`src/gfm_pkg.sv`:
```
// gfm_pkg: register map, field layout, codes and timing for the pin function mapper
// assumes a 32-bit classic wishbone slave port and a 50 MHz clock
package gfm_pkg;
	// register byte offsets
	localparam logic [7:0] CFG_OFS = 8'h00;
	localparam logic [7:0] SWTRIG_OFS = 8'h04;
	localparam logic [7:0] STATE_OFS = 8'h08;
	localparam logic [7:0] INSTAT_OFS = 8'h0c;
	// configuration field positions
	localparam int IEN_BIT = 0;
	localparam int IFUNC_LSB = 1;
	localparam int CHSEL_LSB = 5;
	localparam int OFUNC_LSB = 9;
	localparam int OEN_BIT = 13;
	localparam int RSTNV_BIT = 14;
	localparam int VPDN_LSB = 16;
	localparam int SYNC_LSB = 24;
	// software trigger bit positions
	localparam int SW_SLEEP = 0;
	localparam int SW_FDUMP = 1;
	localparam int SW_IPDN = 2;
	localparam int SW_VPDN = 3;
	localparam int SW_PROT = 4;
	localparam int SW_CLR = 5;
	localparam int SW_LOAD = 6;
	localparam int SW_FGEN = 7;
	localparam int SW_MARG = 8;
	localparam int SW_RST = 9;
	localparam int SW_NVLK = 10;
	localparam int SW_RGLK = 11;
	localparam int SW_LEVEL = 12;
	localparam int SW_CH_LSB = 16;
	// reset values
	localparam logic [31:0] CFG_RESET = 32'h0000_0000;
	// input function codes
	typedef enum logic [3:0] {
		FN_SLEEP = 4'h0, FN_FDUMP = 4'h2, FN_IPDN = 4'h3, FN_VPDN = 4'h4,
		FN_PROT = 4'h5, FN_CLR = 4'h7, FN_LOAD = 4'h8, FN_FGEN = 4'h9,
		FN_MARG = 4'ha, FN_RST = 4'hb, FN_NVLK = 4'hc, FN_RGLK = 4'hd
	} gfm_func_t;
	// output status codes
	localparam logic [3:0] OUT_NVBUSY = 4'h1;
	localparam logic [3:0] OUT_BUSY0 = 4'h4;
	localparam logic [3:0] OUT_CMP0 = 4'h8;
	// least low-pulse width for a reset, ns
	localparam int RST_PULSE_NS = 100;
	localparam int CLK_NS = 20;
	localparam int RST_PULSE_CYC = (RST_PULSE_NS + CLK_NS - 1) / CLK_NS;
endpackage

```
`src/gfm_mapper.sv`:
```
// gfm_mapper: multi-function pin logic, maps pin edges or a low pulse to device commands
// assumes a classic wishbone master on mclk; pin is asynchronous and is resynchronised here
//
// The Wishbone interface to the registers and the address map were decided locally.
`timescale 1ns/1ps

module gfm_mapper (
	// clock and reset
	input wire logic mclk,
	input wire logic reset,
	// wishbone slave
	input wire logic wb_cyc_i,
	input wire logic wb_stb_i,
	input wire logic wb_we_i,
	input wire logic [7:0] wb_adr_i,
	input wire logic [3:0] wb_sel_i,
	input wire logic [31:0] wb_dat_i,
	output logic [31:0] wb_dat_o,
	output logic wb_ack_o,
	// multi-function pin
	input wire logic pinIn,
	output logic pinOut,
	output logic pinOe,
	// status from the device
	input wire logic nvmBusy,
	input wire logic [3:0] dacBusy,
	input wire logic [3:0] winCmp,
	// commands to the device
	output logic deepSleep,
	output logic faultDumpPulse,
	output logic protectPulse,
	output logic clearPulse,
	output logic [3:0] loadPulse,
	output logic [3:0] ioutPowerDown,
	output logic [3:0] voutPowerDown,
	output logic [7:0] voutPulldownSel,
	output logic [3:0] funcGenRun,
	output logic [3:0] marginHigh,
	output logic [3:0] marginPulse,
	output logic devResetPulse,
	output logic nvmProgAllow,
	output logic regWriteAllow
);
	// registers
	logic [31:0] cfg_q;
	logic [31:0] cfg_d;
	logic [31:0] dat_q;
	logic ack_q;
	// pin synchroniser and edge history
	logic pinMeta_q;
	logic pinSync_q;
	logic pinPrev_q;
	logic booted_q;
	logic [1:0] fill_q;
	logic [7:0] lowCnt_q;
	// command state
	logic sleep_q;
	logic fdump_q;
	logic prot_q;
	logic clr_q;
	logic [3:0] load_q;
	logic [3:0] ipdn_q;
	logic [3:0] vpdn_q;
	logic [3:0] fgen_q;
	logic [3:0] mhi_q;
	logic [3:0] mpul_q;
	logic rst_q;
	logic nvlk_q;
	logic rglk_q;
	logic pout_q;
	logic poe_q;

	function automatic logic [31:0] merge(input logic [31:0] old, input logic [31:0] nw, input logic [3:0] sel);
		logic [31:0] r;
		r = old;
		for (int i = 0; i < 4; i++) begin
			if (sel[i]) begin
				r[8*i +: 8] = nw[8*i +: 8];
			end
		end
		return r;
	endfunction

	// bus decode
	wire logic busReq = wb_cyc_i && wb_stb_i && !ack_q;
	wire logic wrCfg = busReq && wb_we_i && (wb_adr_i == gfm_pkg::CFG_OFS);
	wire logic wrSw = busReq && wb_we_i && (wb_adr_i == gfm_pkg::SWTRIG_OFS);
	wire logic [31:0] swWord = merge(32'h0000_0000, wb_dat_i, wb_sel_i);

	// configuration fields
	wire logic inEn = cfg_q[gfm_pkg::IEN_BIT];
	wire logic [3:0] inFunc = cfg_q[gfm_pkg::IFUNC_LSB +: 4];
	wire logic [3:0] chSel = cfg_q[gfm_pkg::CHSEL_LSB +: 4];
	wire logic [3:0] outFunc = cfg_q[gfm_pkg::OFUNC_LSB +: 4];
	wire logic outEn = cfg_q[gfm_pkg::OEN_BIT];
	wire logic rstNv = cfg_q[gfm_pkg::RSTNV_BIT];
	wire logic [3:0] syncCfg = cfg_q[gfm_pkg::SYNC_LSB +: 4];

	// pin events, only from the second synchroniser stage
	wire logic pinFall = booted_q && pinPrev_q && !pinSync_q;
	wire logic pinRise = booted_q && !pinPrev_q && pinSync_q;
	// boot sample waits until the real pin level has passed both stages, not their reset value
	wire logic initLow = fill_q[1] && !booted_q && !pinSync_q;
	wire logic initHigh = fill_q[1] && !booted_q && pinSync_q;
	wire logic lowEnd = pinRise && (lowCnt_q >= 8'(gfm_pkg::RST_PULSE_CYC));

	// pin drives a function only in input mode with a listed code
	wire logic isSel = inEn;
	function automatic logic hit(input logic sel, input logic [3:0] f, input gfm_pkg::gfm_func_t c);
		return sel && (f == c);
	endfunction
	wire logic mSleep = hit(isSel, inFunc, gfm_pkg::FN_SLEEP);
	wire logic mFdump = hit(isSel, inFunc, gfm_pkg::FN_FDUMP);
	wire logic mIpdn = hit(isSel, inFunc, gfm_pkg::FN_IPDN);
	wire logic mVpdn = hit(isSel, inFunc, gfm_pkg::FN_VPDN);
	wire logic mProt = hit(isSel, inFunc, gfm_pkg::FN_PROT);
	wire logic mClr = hit(isSel, inFunc, gfm_pkg::FN_CLR);
	wire logic mLoad = hit(isSel, inFunc, gfm_pkg::FN_LOAD);
	wire logic mFgen = hit(isSel, inFunc, gfm_pkg::FN_FGEN);
	wire logic mMarg = hit(isSel, inFunc, gfm_pkg::FN_MARG);
	wire logic mRst = hit(isSel, inFunc, gfm_pkg::FN_RST);
	wire logic mNvlk = hit(isSel, inFunc, gfm_pkg::FN_NVLK);
	wire logic mRglk = hit(isSel, inFunc, gfm_pkg::FN_RGLK);

	// pin "assert" (falling or low at boot) and "release" (rising or high at boot)
	wire logic pA = pinFall || initLow;
	wire logic pR = pinRise || initHigh;

	// software triggers, masked while the pin owns the function
	wire logic [3:0] swCh = swWord[gfm_pkg::SW_CH_LSB +: 4];
	wire logic swLvl = swWord[gfm_pkg::SW_LEVEL];
	function automatic logic swt(input logic wr, input logic [31:0] w, input int b, input logic mapped);
		return wr && w[b] && !mapped;
	endfunction
	wire logic sSleep = swt(wrSw, swWord, gfm_pkg::SW_SLEEP, mSleep);
	wire logic sFdump = swt(wrSw, swWord, gfm_pkg::SW_FDUMP, mFdump);
	wire logic sIpdn = swt(wrSw, swWord, gfm_pkg::SW_IPDN, mIpdn);
	wire logic sVpdn = swt(wrSw, swWord, gfm_pkg::SW_VPDN, mVpdn);
	wire logic sProt = swt(wrSw, swWord, gfm_pkg::SW_PROT, mProt);
	wire logic sClr = swt(wrSw, swWord, gfm_pkg::SW_CLR, mClr);
	wire logic sLoad = swt(wrSw, swWord, gfm_pkg::SW_LOAD, mLoad);
	wire logic sFgen = swt(wrSw, swWord, gfm_pkg::SW_FGEN, mFgen);
	wire logic sMarg = swt(wrSw, swWord, gfm_pkg::SW_MARG, mMarg);
	wire logic sRst = swt(wrSw, swWord, gfm_pkg::SW_RST, mRst);
	wire logic sNvlk = swt(wrSw, swWord, gfm_pkg::SW_NVLK, mNvlk);
	wire logic sRglk = swt(wrSw, swWord, gfm_pkg::SW_RGLK, mRglk);

	// register writes are blocked while locked, except the trigger word (unlock/reset)
	wire logic cfgWrOk = wrCfg && !rglk_q;
	// reset from a pin low pulse of at least RST_PULSE_CYC cycles; the software trigger fires at once with no pulse width
	wire logic rstFire = (mRst && lowEnd) || sRst;

	always_comb begin
		cfg_d = cfg_q;
		if (cfgWrOk) begin
			cfg_d = merge(cfg_q, wb_dat_i, wb_sel_i);
		end
		if (rstFire && !rstNv) begin
			cfg_d[gfm_pkg::IFUNC_LSB +: 4] = 4'h0;
			cfg_d[gfm_pkg::IEN_BIT] = 1'b0;
		end
	end

	// status selected onto the pin in output mode
	wire logic [3:0] busyIdx = outFunc - gfm_pkg::OUT_BUSY0;
	wire logic [3:0] cmpIdx = outFunc - gfm_pkg::OUT_CMP0;
	wire logic outStat = (outFunc == gfm_pkg::OUT_NVBUSY) ? nvmBusy :
		(outFunc >= gfm_pkg::OUT_BUSY0 && outFunc < gfm_pkg::OUT_CMP0) ? dacBusy[busyIdx[1:0]] :
		(outFunc >= gfm_pkg::OUT_CMP0 && outFunc < 4'hc) ? winCmp[cmpIdx[1:0]] : 1'b0;

	wire logic [31:0] rdMux = (wb_adr_i == gfm_pkg::CFG_OFS) ? cfg_q :
		(wb_adr_i == gfm_pkg::STATE_OFS) ? {8'h00, mhi_q, fgen_q, vpdn_q, ipdn_q, 4'h0, nvlk_q, rglk_q, 1'b0, sleep_q} :
		(wb_adr_i == gfm_pkg::INSTAT_OFS) ? {30'h0, booted_q, pinSync_q} : 32'h0000_0000;

	always_ff @(posedge mclk) begin
		if (reset) begin
			cfg_q <= gfm_pkg::CFG_RESET;
			ack_q <= 1'b0;
			dat_q <= 32'h0000_0000;
		end else begin
			cfg_q <= cfg_d;
			ack_q <= busReq;
			dat_q <= busReq ? rdMux : 32'h0000_0000;
		end
	end

	always_ff @(posedge mclk) begin
		if (reset) begin
			pinMeta_q <= 1'b1;
			pinSync_q <= 1'b1;
			pinPrev_q <= 1'b1;
			booted_q <= 1'b0;
			fill_q <= 2'h0;
			lowCnt_q <= 8'h00;
		end else begin
			pinMeta_q <= pinIn;
			pinSync_q <= pinMeta_q;
			pinPrev_q <= pinSync_q;
			fill_q <= {fill_q[0], 1'b1};
			booted_q <= fill_q[1];
			lowCnt_q <= pinSync_q ? 8'h00 : ((lowCnt_q == 8'hff) ? lowCnt_q : lowCnt_q + 8'h01);
		end
	end

	// one-cycle command pulses and level states
	always_ff @(posedge mclk) begin
		if (reset) begin
			fdump_q <= 1'b0;
			prot_q <= 1'b0;
			clr_q <= 1'b0;
			load_q <= 4'h0;
			mpul_q <= 4'h0;
			rst_q <= 1'b0;
		end else begin
			fdump_q <= (mFdump && pinFall) || sFdump;
			prot_q <= (mProt && pinFall) || sProt;
			clr_q <= (mClr && pinFall) || sClr;
			load_q <= (mLoad && pinFall) ? (chSel & syncCfg) : (sLoad ? swCh & syncCfg : 4'h0);
			mpul_q <= (mMarg && (pA || pR)) ? chSel : (sMarg ? swCh : 4'h0);
			rst_q <= rstFire;
		end
	end

	always_ff @(posedge mclk) begin
		if (reset) begin
			sleep_q <= 1'b0;
			ipdn_q <= 4'h0;
			vpdn_q <= 4'h0;
			fgen_q <= 4'h0;
			mhi_q <= 4'h0;
			nvlk_q <= 1'b1;
			rglk_q <= 1'b0;
			pout_q <= 1'b0;
			poe_q <= 1'b0;
		end else begin
			if (mSleep && (pA || pR)) sleep_q <= pA;
			else if (sSleep) sleep_q <= swLvl;
			if (mIpdn && (pA || pR)) ipdn_q <= pA ? (ipdn_q | chSel) : (ipdn_q & ~chSel);
			else if (sIpdn) ipdn_q <= swLvl ? (ipdn_q | swCh) : (ipdn_q & ~swCh);
			if (mVpdn && (pA || pR)) vpdn_q <= pA ? (vpdn_q | chSel) : (vpdn_q & ~chSel);
			else if (sVpdn) vpdn_q <= swLvl ? (vpdn_q | swCh) : (vpdn_q & ~swCh);
			if (mFgen && (pA || pR)) fgen_q <= pR ? (fgen_q | chSel) : (fgen_q & ~chSel);
			else if (sFgen) fgen_q <= swLvl ? (fgen_q | swCh) : (fgen_q & ~swCh);
			if (mMarg && (pA || pR)) mhi_q <= pR ? (mhi_q | chSel) : (mhi_q & ~chSel);
			else if (sMarg) mhi_q <= swLvl ? (mhi_q | swCh) : (mhi_q & ~swCh);
			if (mNvlk && (pA || pR)) nvlk_q <= pR;
			else if (sNvlk) nvlk_q <= swLvl;
			if (mRglk && (pA || pR)) rglk_q <= pR;
			else if (sRglk) rglk_q <= swLvl;
			pout_q <= outStat;
			poe_q <= outEn && !inEn;
		end
	end

	assign wb_ack_o = ack_q;
	assign wb_dat_o = dat_q;
	assign pinOut = pout_q;
	assign pinOe = poe_q;
	assign deepSleep = sleep_q;
	assign faultDumpPulse = fdump_q;
	assign protectPulse = prot_q;
	assign clearPulse = clr_q;
	assign loadPulse = load_q;
	assign ioutPowerDown = ipdn_q;
	assign voutPowerDown = vpdn_q;
	assign voutPulldownSel = cfg_q[gfm_pkg::VPDN_LSB +: 8];
	assign funcGenRun = fgen_q;
	assign marginHigh = mhi_q;
	assign marginPulse = mpul_q;
	assign devResetPulse = rst_q;
	assign nvmProgAllow = !nvlk_q;
	assign regWriteAllow = !rglk_q;

	chk_sleep_fall: assert property (@(posedge mclk) disable iff (reset)
		(mSleep && pinFall) |=> deepSleep) else $error("sleep not entered on falling edge");
	chk_clear_rise: assert property (@(posedge mclk) disable iff (reset)
		(mClr && pinRise && !sClr) |=> !clearPulse) else $error("clear fired on rising edge");
	chk_load_chan: assert property (@(posedge mclk) disable iff (reset)
		(mLoad && pinFall) |=> (loadPulse == $past(chSel & syncCfg))) else $error("load hit wrong channels");
	chk_sw_masked: assert property (@(posedge mclk) disable iff (reset)
		(mClr && wrSw && swWord[gfm_pkg::SW_CLR] && !pinFall) |=> !clearPulse) else $error("masked sw clear fired");
	chk_reset_pulse: assert property (@(posedge mclk) disable iff (reset)
		(mRst && pinRise && lowCnt_q < 8'(gfm_pkg::RST_PULSE_CYC) && !sRst) |=> !devResetPulse)
		else $error("reset on short pulse");
	chk_fgen_rise: assert property (@(posedge mclk) disable iff (reset)
		(mFgen && pinRise) |=> ((funcGenRun & $past(chSel)) == $past(chSel))) else $error("fgen not started");
	chk_reg_lock: assert property (@(posedge mclk) disable iff (reset)
		(rglk_q && wrCfg && !rstFire) |=> $stable(cfg_q)) else $error("locked cfg written");
	chk_out_drive: assert property (@(posedge mclk) disable iff (reset)
		(outEn && !inEn) |=> pinOe) else $error("pin not driven");
	chk_in_release: assert property (@(posedge mclk) disable iff (reset)
		inEn |=> !pinOe) else $error("pin driven in input mode");
	chk_ipdn_fall: assert property (@(posedge mclk) disable iff (reset)
		(mIpdn && pinFall) |=> ((ioutPowerDown & $past(chSel)) == $past(chSel))) else $error("current_output not down");
endmodule

```
`config.mk`:
```
export PLATFORM = sky130hd
export DESIGN_NAME = gfm_mapper
export DESIGN_NICKNAME = d
export VERILOG_FILES = /design/src/gfm_pkg.sv /design/src/gfm_mapper.sv
export SDC_FILE = /design/constraint.sdc
export NUM_CORES = 1
export LEC_CHECK = 0
export BUFFER_PORTS_ARGS = -buffer_cell sky130_fd_sc_hd__buf_2
export CORE_AREA = 5 5 98 145
export CTS_CLUSTER_DIAMETER = 200
export DETAILED_ROUTE_END_ITERATION = 7
export DIE_AREA = 0 0 103 150
export HOLD_SLACK_MARGIN = 0.1
export PLACE_DENSITY = 0.62
export SLEW_MARGIN = 10
export SYNTH_ARGS = -nofsm -noshare
export SYNTH_HDL_FRONTEND = slang
export SYNTH_SLANG_ARGS = --single-unit
```
`constraint.sdc`:
```
create_clock -name mclk -period 4.5 [get_ports mclk]
set_input_delay 0 -clock mclk [delete_from_list [all_inputs] [get_ports mclk]]
set_output_delay 0 -clock mclk [all_outputs]
set_load 0.02 [all_outputs]
```
==> results.rst <==
.. list-table::
   :header-rows: 1

   * - Metric
     - Value
   * - Critical Path Slowest Stage Cell
     - sky130_fd_sc_hd__nor4_4
   * - Final net count
     - 778
   * - Outcome
     - completed
   * - Number of remaining DRC errors
     - 0
   * - Post-Place Cell Area
     - 5665 um2
   * - Number of H-tree levels
     - 3
   * - Post-route antenna net violation count
     - 0
   * - Slew at the pin with the worst max-slew slack
     - 0.9666 ns
   * - Post-route fraction of the period consumed by the critical path
     - 57.33%
   * - Most common cell after layout, fill and taps aside
     - sky130_fd_sc_hd__buf_2
   * - Count of endpoints failing setup in the final report
     - 0
   * - Total routing resource utilization after global routing
     - 22.21%
   * - Synth Net Count
     - 626
   * - Cell count after placement
     - 817
   * - Largest net degree at the start of global routing
     - 63
   * - Fmax achieved
     - 387.6 MHz
   * - Average cell area after synthesis
     - 8.860 um2
   * - Clock transition time at the flip-flop clock pins of the worst setup and hold paths
     - 0.07 ns
   * - Top cell type's share of synthesized area
     - 44.87%
   * - Min cycle time layout
     - 2.580 ns
   * - Peak supply drop
     - 0.0001660 V
   * - Core area
     - 12,890 um2
   * - Number of antenna violations at the first check in global routing
     - 0
   * - Family of cells with the greatest summed delay on the critical path
     - simple AND/OR/NAND/NOR gates
   * - Top library cells by usage in the layout, fill and taps aside
     - sky130_fd_sc_hd__buf_2, sky130_fd_sc_hd__dfxtp_1, sky130_fd_sc_hd__nand2_1, sky130_fd_sc_hd__a21oi_1, sky130_fd_sc_hd__dlygate4sd3_1
   * - Drt pass-1 iters
     - 5
   * - Die Span X
     - 103 um
   * - Number of instances in the synthesized netlist
     - 564
   * - PnR Total Power
     - 1.901 mW
   * - Post-CTS Repair Setup Buffers
     - 0
   * - Most area-consuming cells after synthesis
     - sky130_fd_sc_hd__dfxtp_1, sky130_fd_sc_hd__nand2_1, sky130_fd_sc_hd__a21oi_1
   * - Chip Height
     - 150 um
   * - Share of final-layout standard cells stronger than drive strength 1
     - 25.38%
   * - EDFF count, synth
     - 0
   * - Utilization of the core after routing
     - 49.89%
   * - Number of placed I/O pins
     - 133
   * - Crit path max fanout
     - 10
   * - RSZ-0062 raised after global routing
     - no
   * - Predominant post-synthesis flop cell
     - sky130_fd_sc_hd__dfxtp_1
   * - Cell leakage power
     - 2.545 nW
   * - Class of the tightest hold or removal check
     - in -> reg
   * - Design area
     - 6431 um2
   * - Placer congestion estimate
     - 0.9090
   * - Count of input and output buffers
     - 132
   * - Setup Crit Path Kind
     - reg -> reg
   * - WL per Instance
     - 19.35 um
   * - Endpoint class of the critical path
     - register
   * - Power density over the cells
     - 295.6 nW/um2
   * - Setup Slack @ Placement
     - 1.878 ns
   * - Grt ovf
     - 0
   * - Required time of the critical path
     - 4.78 ns
   * - Kind of start point of the critical path
     - register
   * - TritonCTS Buffers
     - 9
   * - Final std cells w/o fill
     - 881
   * - Hold Vio Cnt, Final
     - 0
   * - Root Buffer
     - sky130_fd_sc_hd__clkbuf_16
   * - Maximum cell stage delay along the critical path
     - 0.86 ns
   * - Cell Rows
     - 51
   * - Proportion of synthesized flip-flops having asynchronous set or reset
     - 0%
   * - Wire length of the first global-routing pass
     - 26,090 um
   * - Count of different cell masters after synthesis
     - 54
   * - Final setup slack of the worst path
     - 1.920 ns
   * - Aggregate negative setup slack
     - 0 ns
   * - Flip-flop and latch count after synthesis
     - 112
   * - Number of max-slew violations in the final report
     - 0
   * - Yosys warning count
     - 0
   * - Via-to-Cell Ratio
     - 5.549
   * - Total number of vias
     - 4,889
   * - Number of DRC markers in iteration 0
     - 317
   * - Clock latency on the worst-skew pair
     - 0.35 ns
   * - Worst max-slew margin expressed relative to the limit
     - 35.49%
   * - Area leader, netlist
     - sky130_fd_sc_hd__dfxtp_1
   * - Synthesis-to-finish area growth
     - 28.69%
   * - Clock Skew
     - 0.008010 ns
   * - Max-cap violation count
     - 0
   * - Starting utilization of the core area
     - 38.77%
   * - Worst hold slack after final layout
     - 0.1032 ns
   * - CTS tree
     - yes
   * - Arrival time of data at the critical path endpoint
     - 2.86 ns
   * - Floorplan die area
     - 15,450 um2
   * - Worst Path Buf+Inv
     - 1
   * - Sequential cell area fraction in the yosys report
     - 44.87%
   * - Area of the mapped netlist
     - 4997 um2
   * - Aggregate routed wire length
     - 17,040 um
   * - Filler cell count in the final layout
     - 1,267
   * - Clk sink count
     - 112
   * - Post-detail-place hpwl
     - 12,520 um
   * - Via count of the first global-routing pass
     - 4,816
   * - Buffers from clock root to sink, at most
     - 2
   * - Cell-by-cell trace of the critical path
     - nand4b_2 -> nor4_4 -> nand3_1 -> dlygate4sd3_1 -> a21oi_1
[tightest hold or removal path: cells and delay by family]
family	cells	cell delay, ns
buffers and inverters	1	0.08
and+or+nand+nor	2	0.28
AOI/OAI and AO/OA	1	0.05
[repair_timing]
item,in CTS,in global routing
gates resized for setup,0,0
hold buffers,47,0
endpoints found under the hold margin,52,0
[cell families (layout without fill, tap and decap cells)]
group,after synthesis,count (layout),synth area share (%)
buf+inv,63,220,6.009
flops,112,112,44.87
compound gates,138,138,20.21
simple gates,238,238,26.01
fa+ha+maj,3,3,0.7512
other cells,0,1,0
mux,5,5,1.277
xor+xnor,5,5,0.8765
[power by group]
part | switching (mW) | internal (mW)
Sequential | 0.00370 | 0.993
Combinational | 0.0652 | 0.0534
Clock | 0.386 | 0.399
Total | 0.455 | 1.45
[cells in the mapped netlist (7+ instances only)]
library cell,count
sky130_fd_sc_hd__a221oi_1,15
sky130_fd_sc_hd__a21oi_2,8
sky130_fd_sc_hd__a21oi_1,49
sky130_fd_sc_hd__a211oi_1,7
sky130_fd_sc_hd__nand4_1,17
sky130_fd_sc_hd__nand3_1,35
sky130_fd_sc_hd__buf_4,11
sky130_fd_sc_hd__nor2b_1,8
sky130_fd_sc_hd__nand2_1,80
sky130_fd_sc_hd__a311oi_1,9
sky130_fd_sc_hd__and3_1,8
sky130_fd_sc_hd__nor2_1,26
sky130_fd_sc_hd__dfxtp_1,112
sky130_fd_sc_hd__inv_1,21
sky130_fd_sc_hd__a22o_1,22
sky130_fd_sc_hd__and2_1,24
sky130_fd_sc_hd__clkbuf_1,23
[path summary, 6_finish.rpt]
check	start	endpoint	slack, ns	cells after the start
max	wb_ack_o	cfg_q[23]	1.92	5
min	wb_sel_i[3]	cfg_q[31]	0.10	4
max reg2reg	wb_ack_o	cfg_q[23]	1.92	5
min reg2reg	pinMeta_q	pinSync_q	0.43	1
[metal layers]
metal	track usage, %	part of all wire (%)	vias to the layer above
li1	-	-	2338
met1	24.30	37	2319
met2	40.13	53	185
met3	3.498	5.1	47
met4	11.47	4.5	0
met5	0	0	-
[cell type report]
class | count | area [um2] | area share, %
multi-input combinational | 389 | 2459 | 38.23
sequential | 112 | 2242 | 34.86
timing repair buffer | 183 | 1161 | 18.05
clock buffer | 10 | 239.0 | 3.716
tap | 159 | 198.9 | 3.093
inverter | 21 | 78.83 | 1.226
clock inverter | 6 | 50.05 | 0.7782
antenna | 1 | 2.502 | 0.03891
No activity file was read; power rests on OpenSTA's default activity.
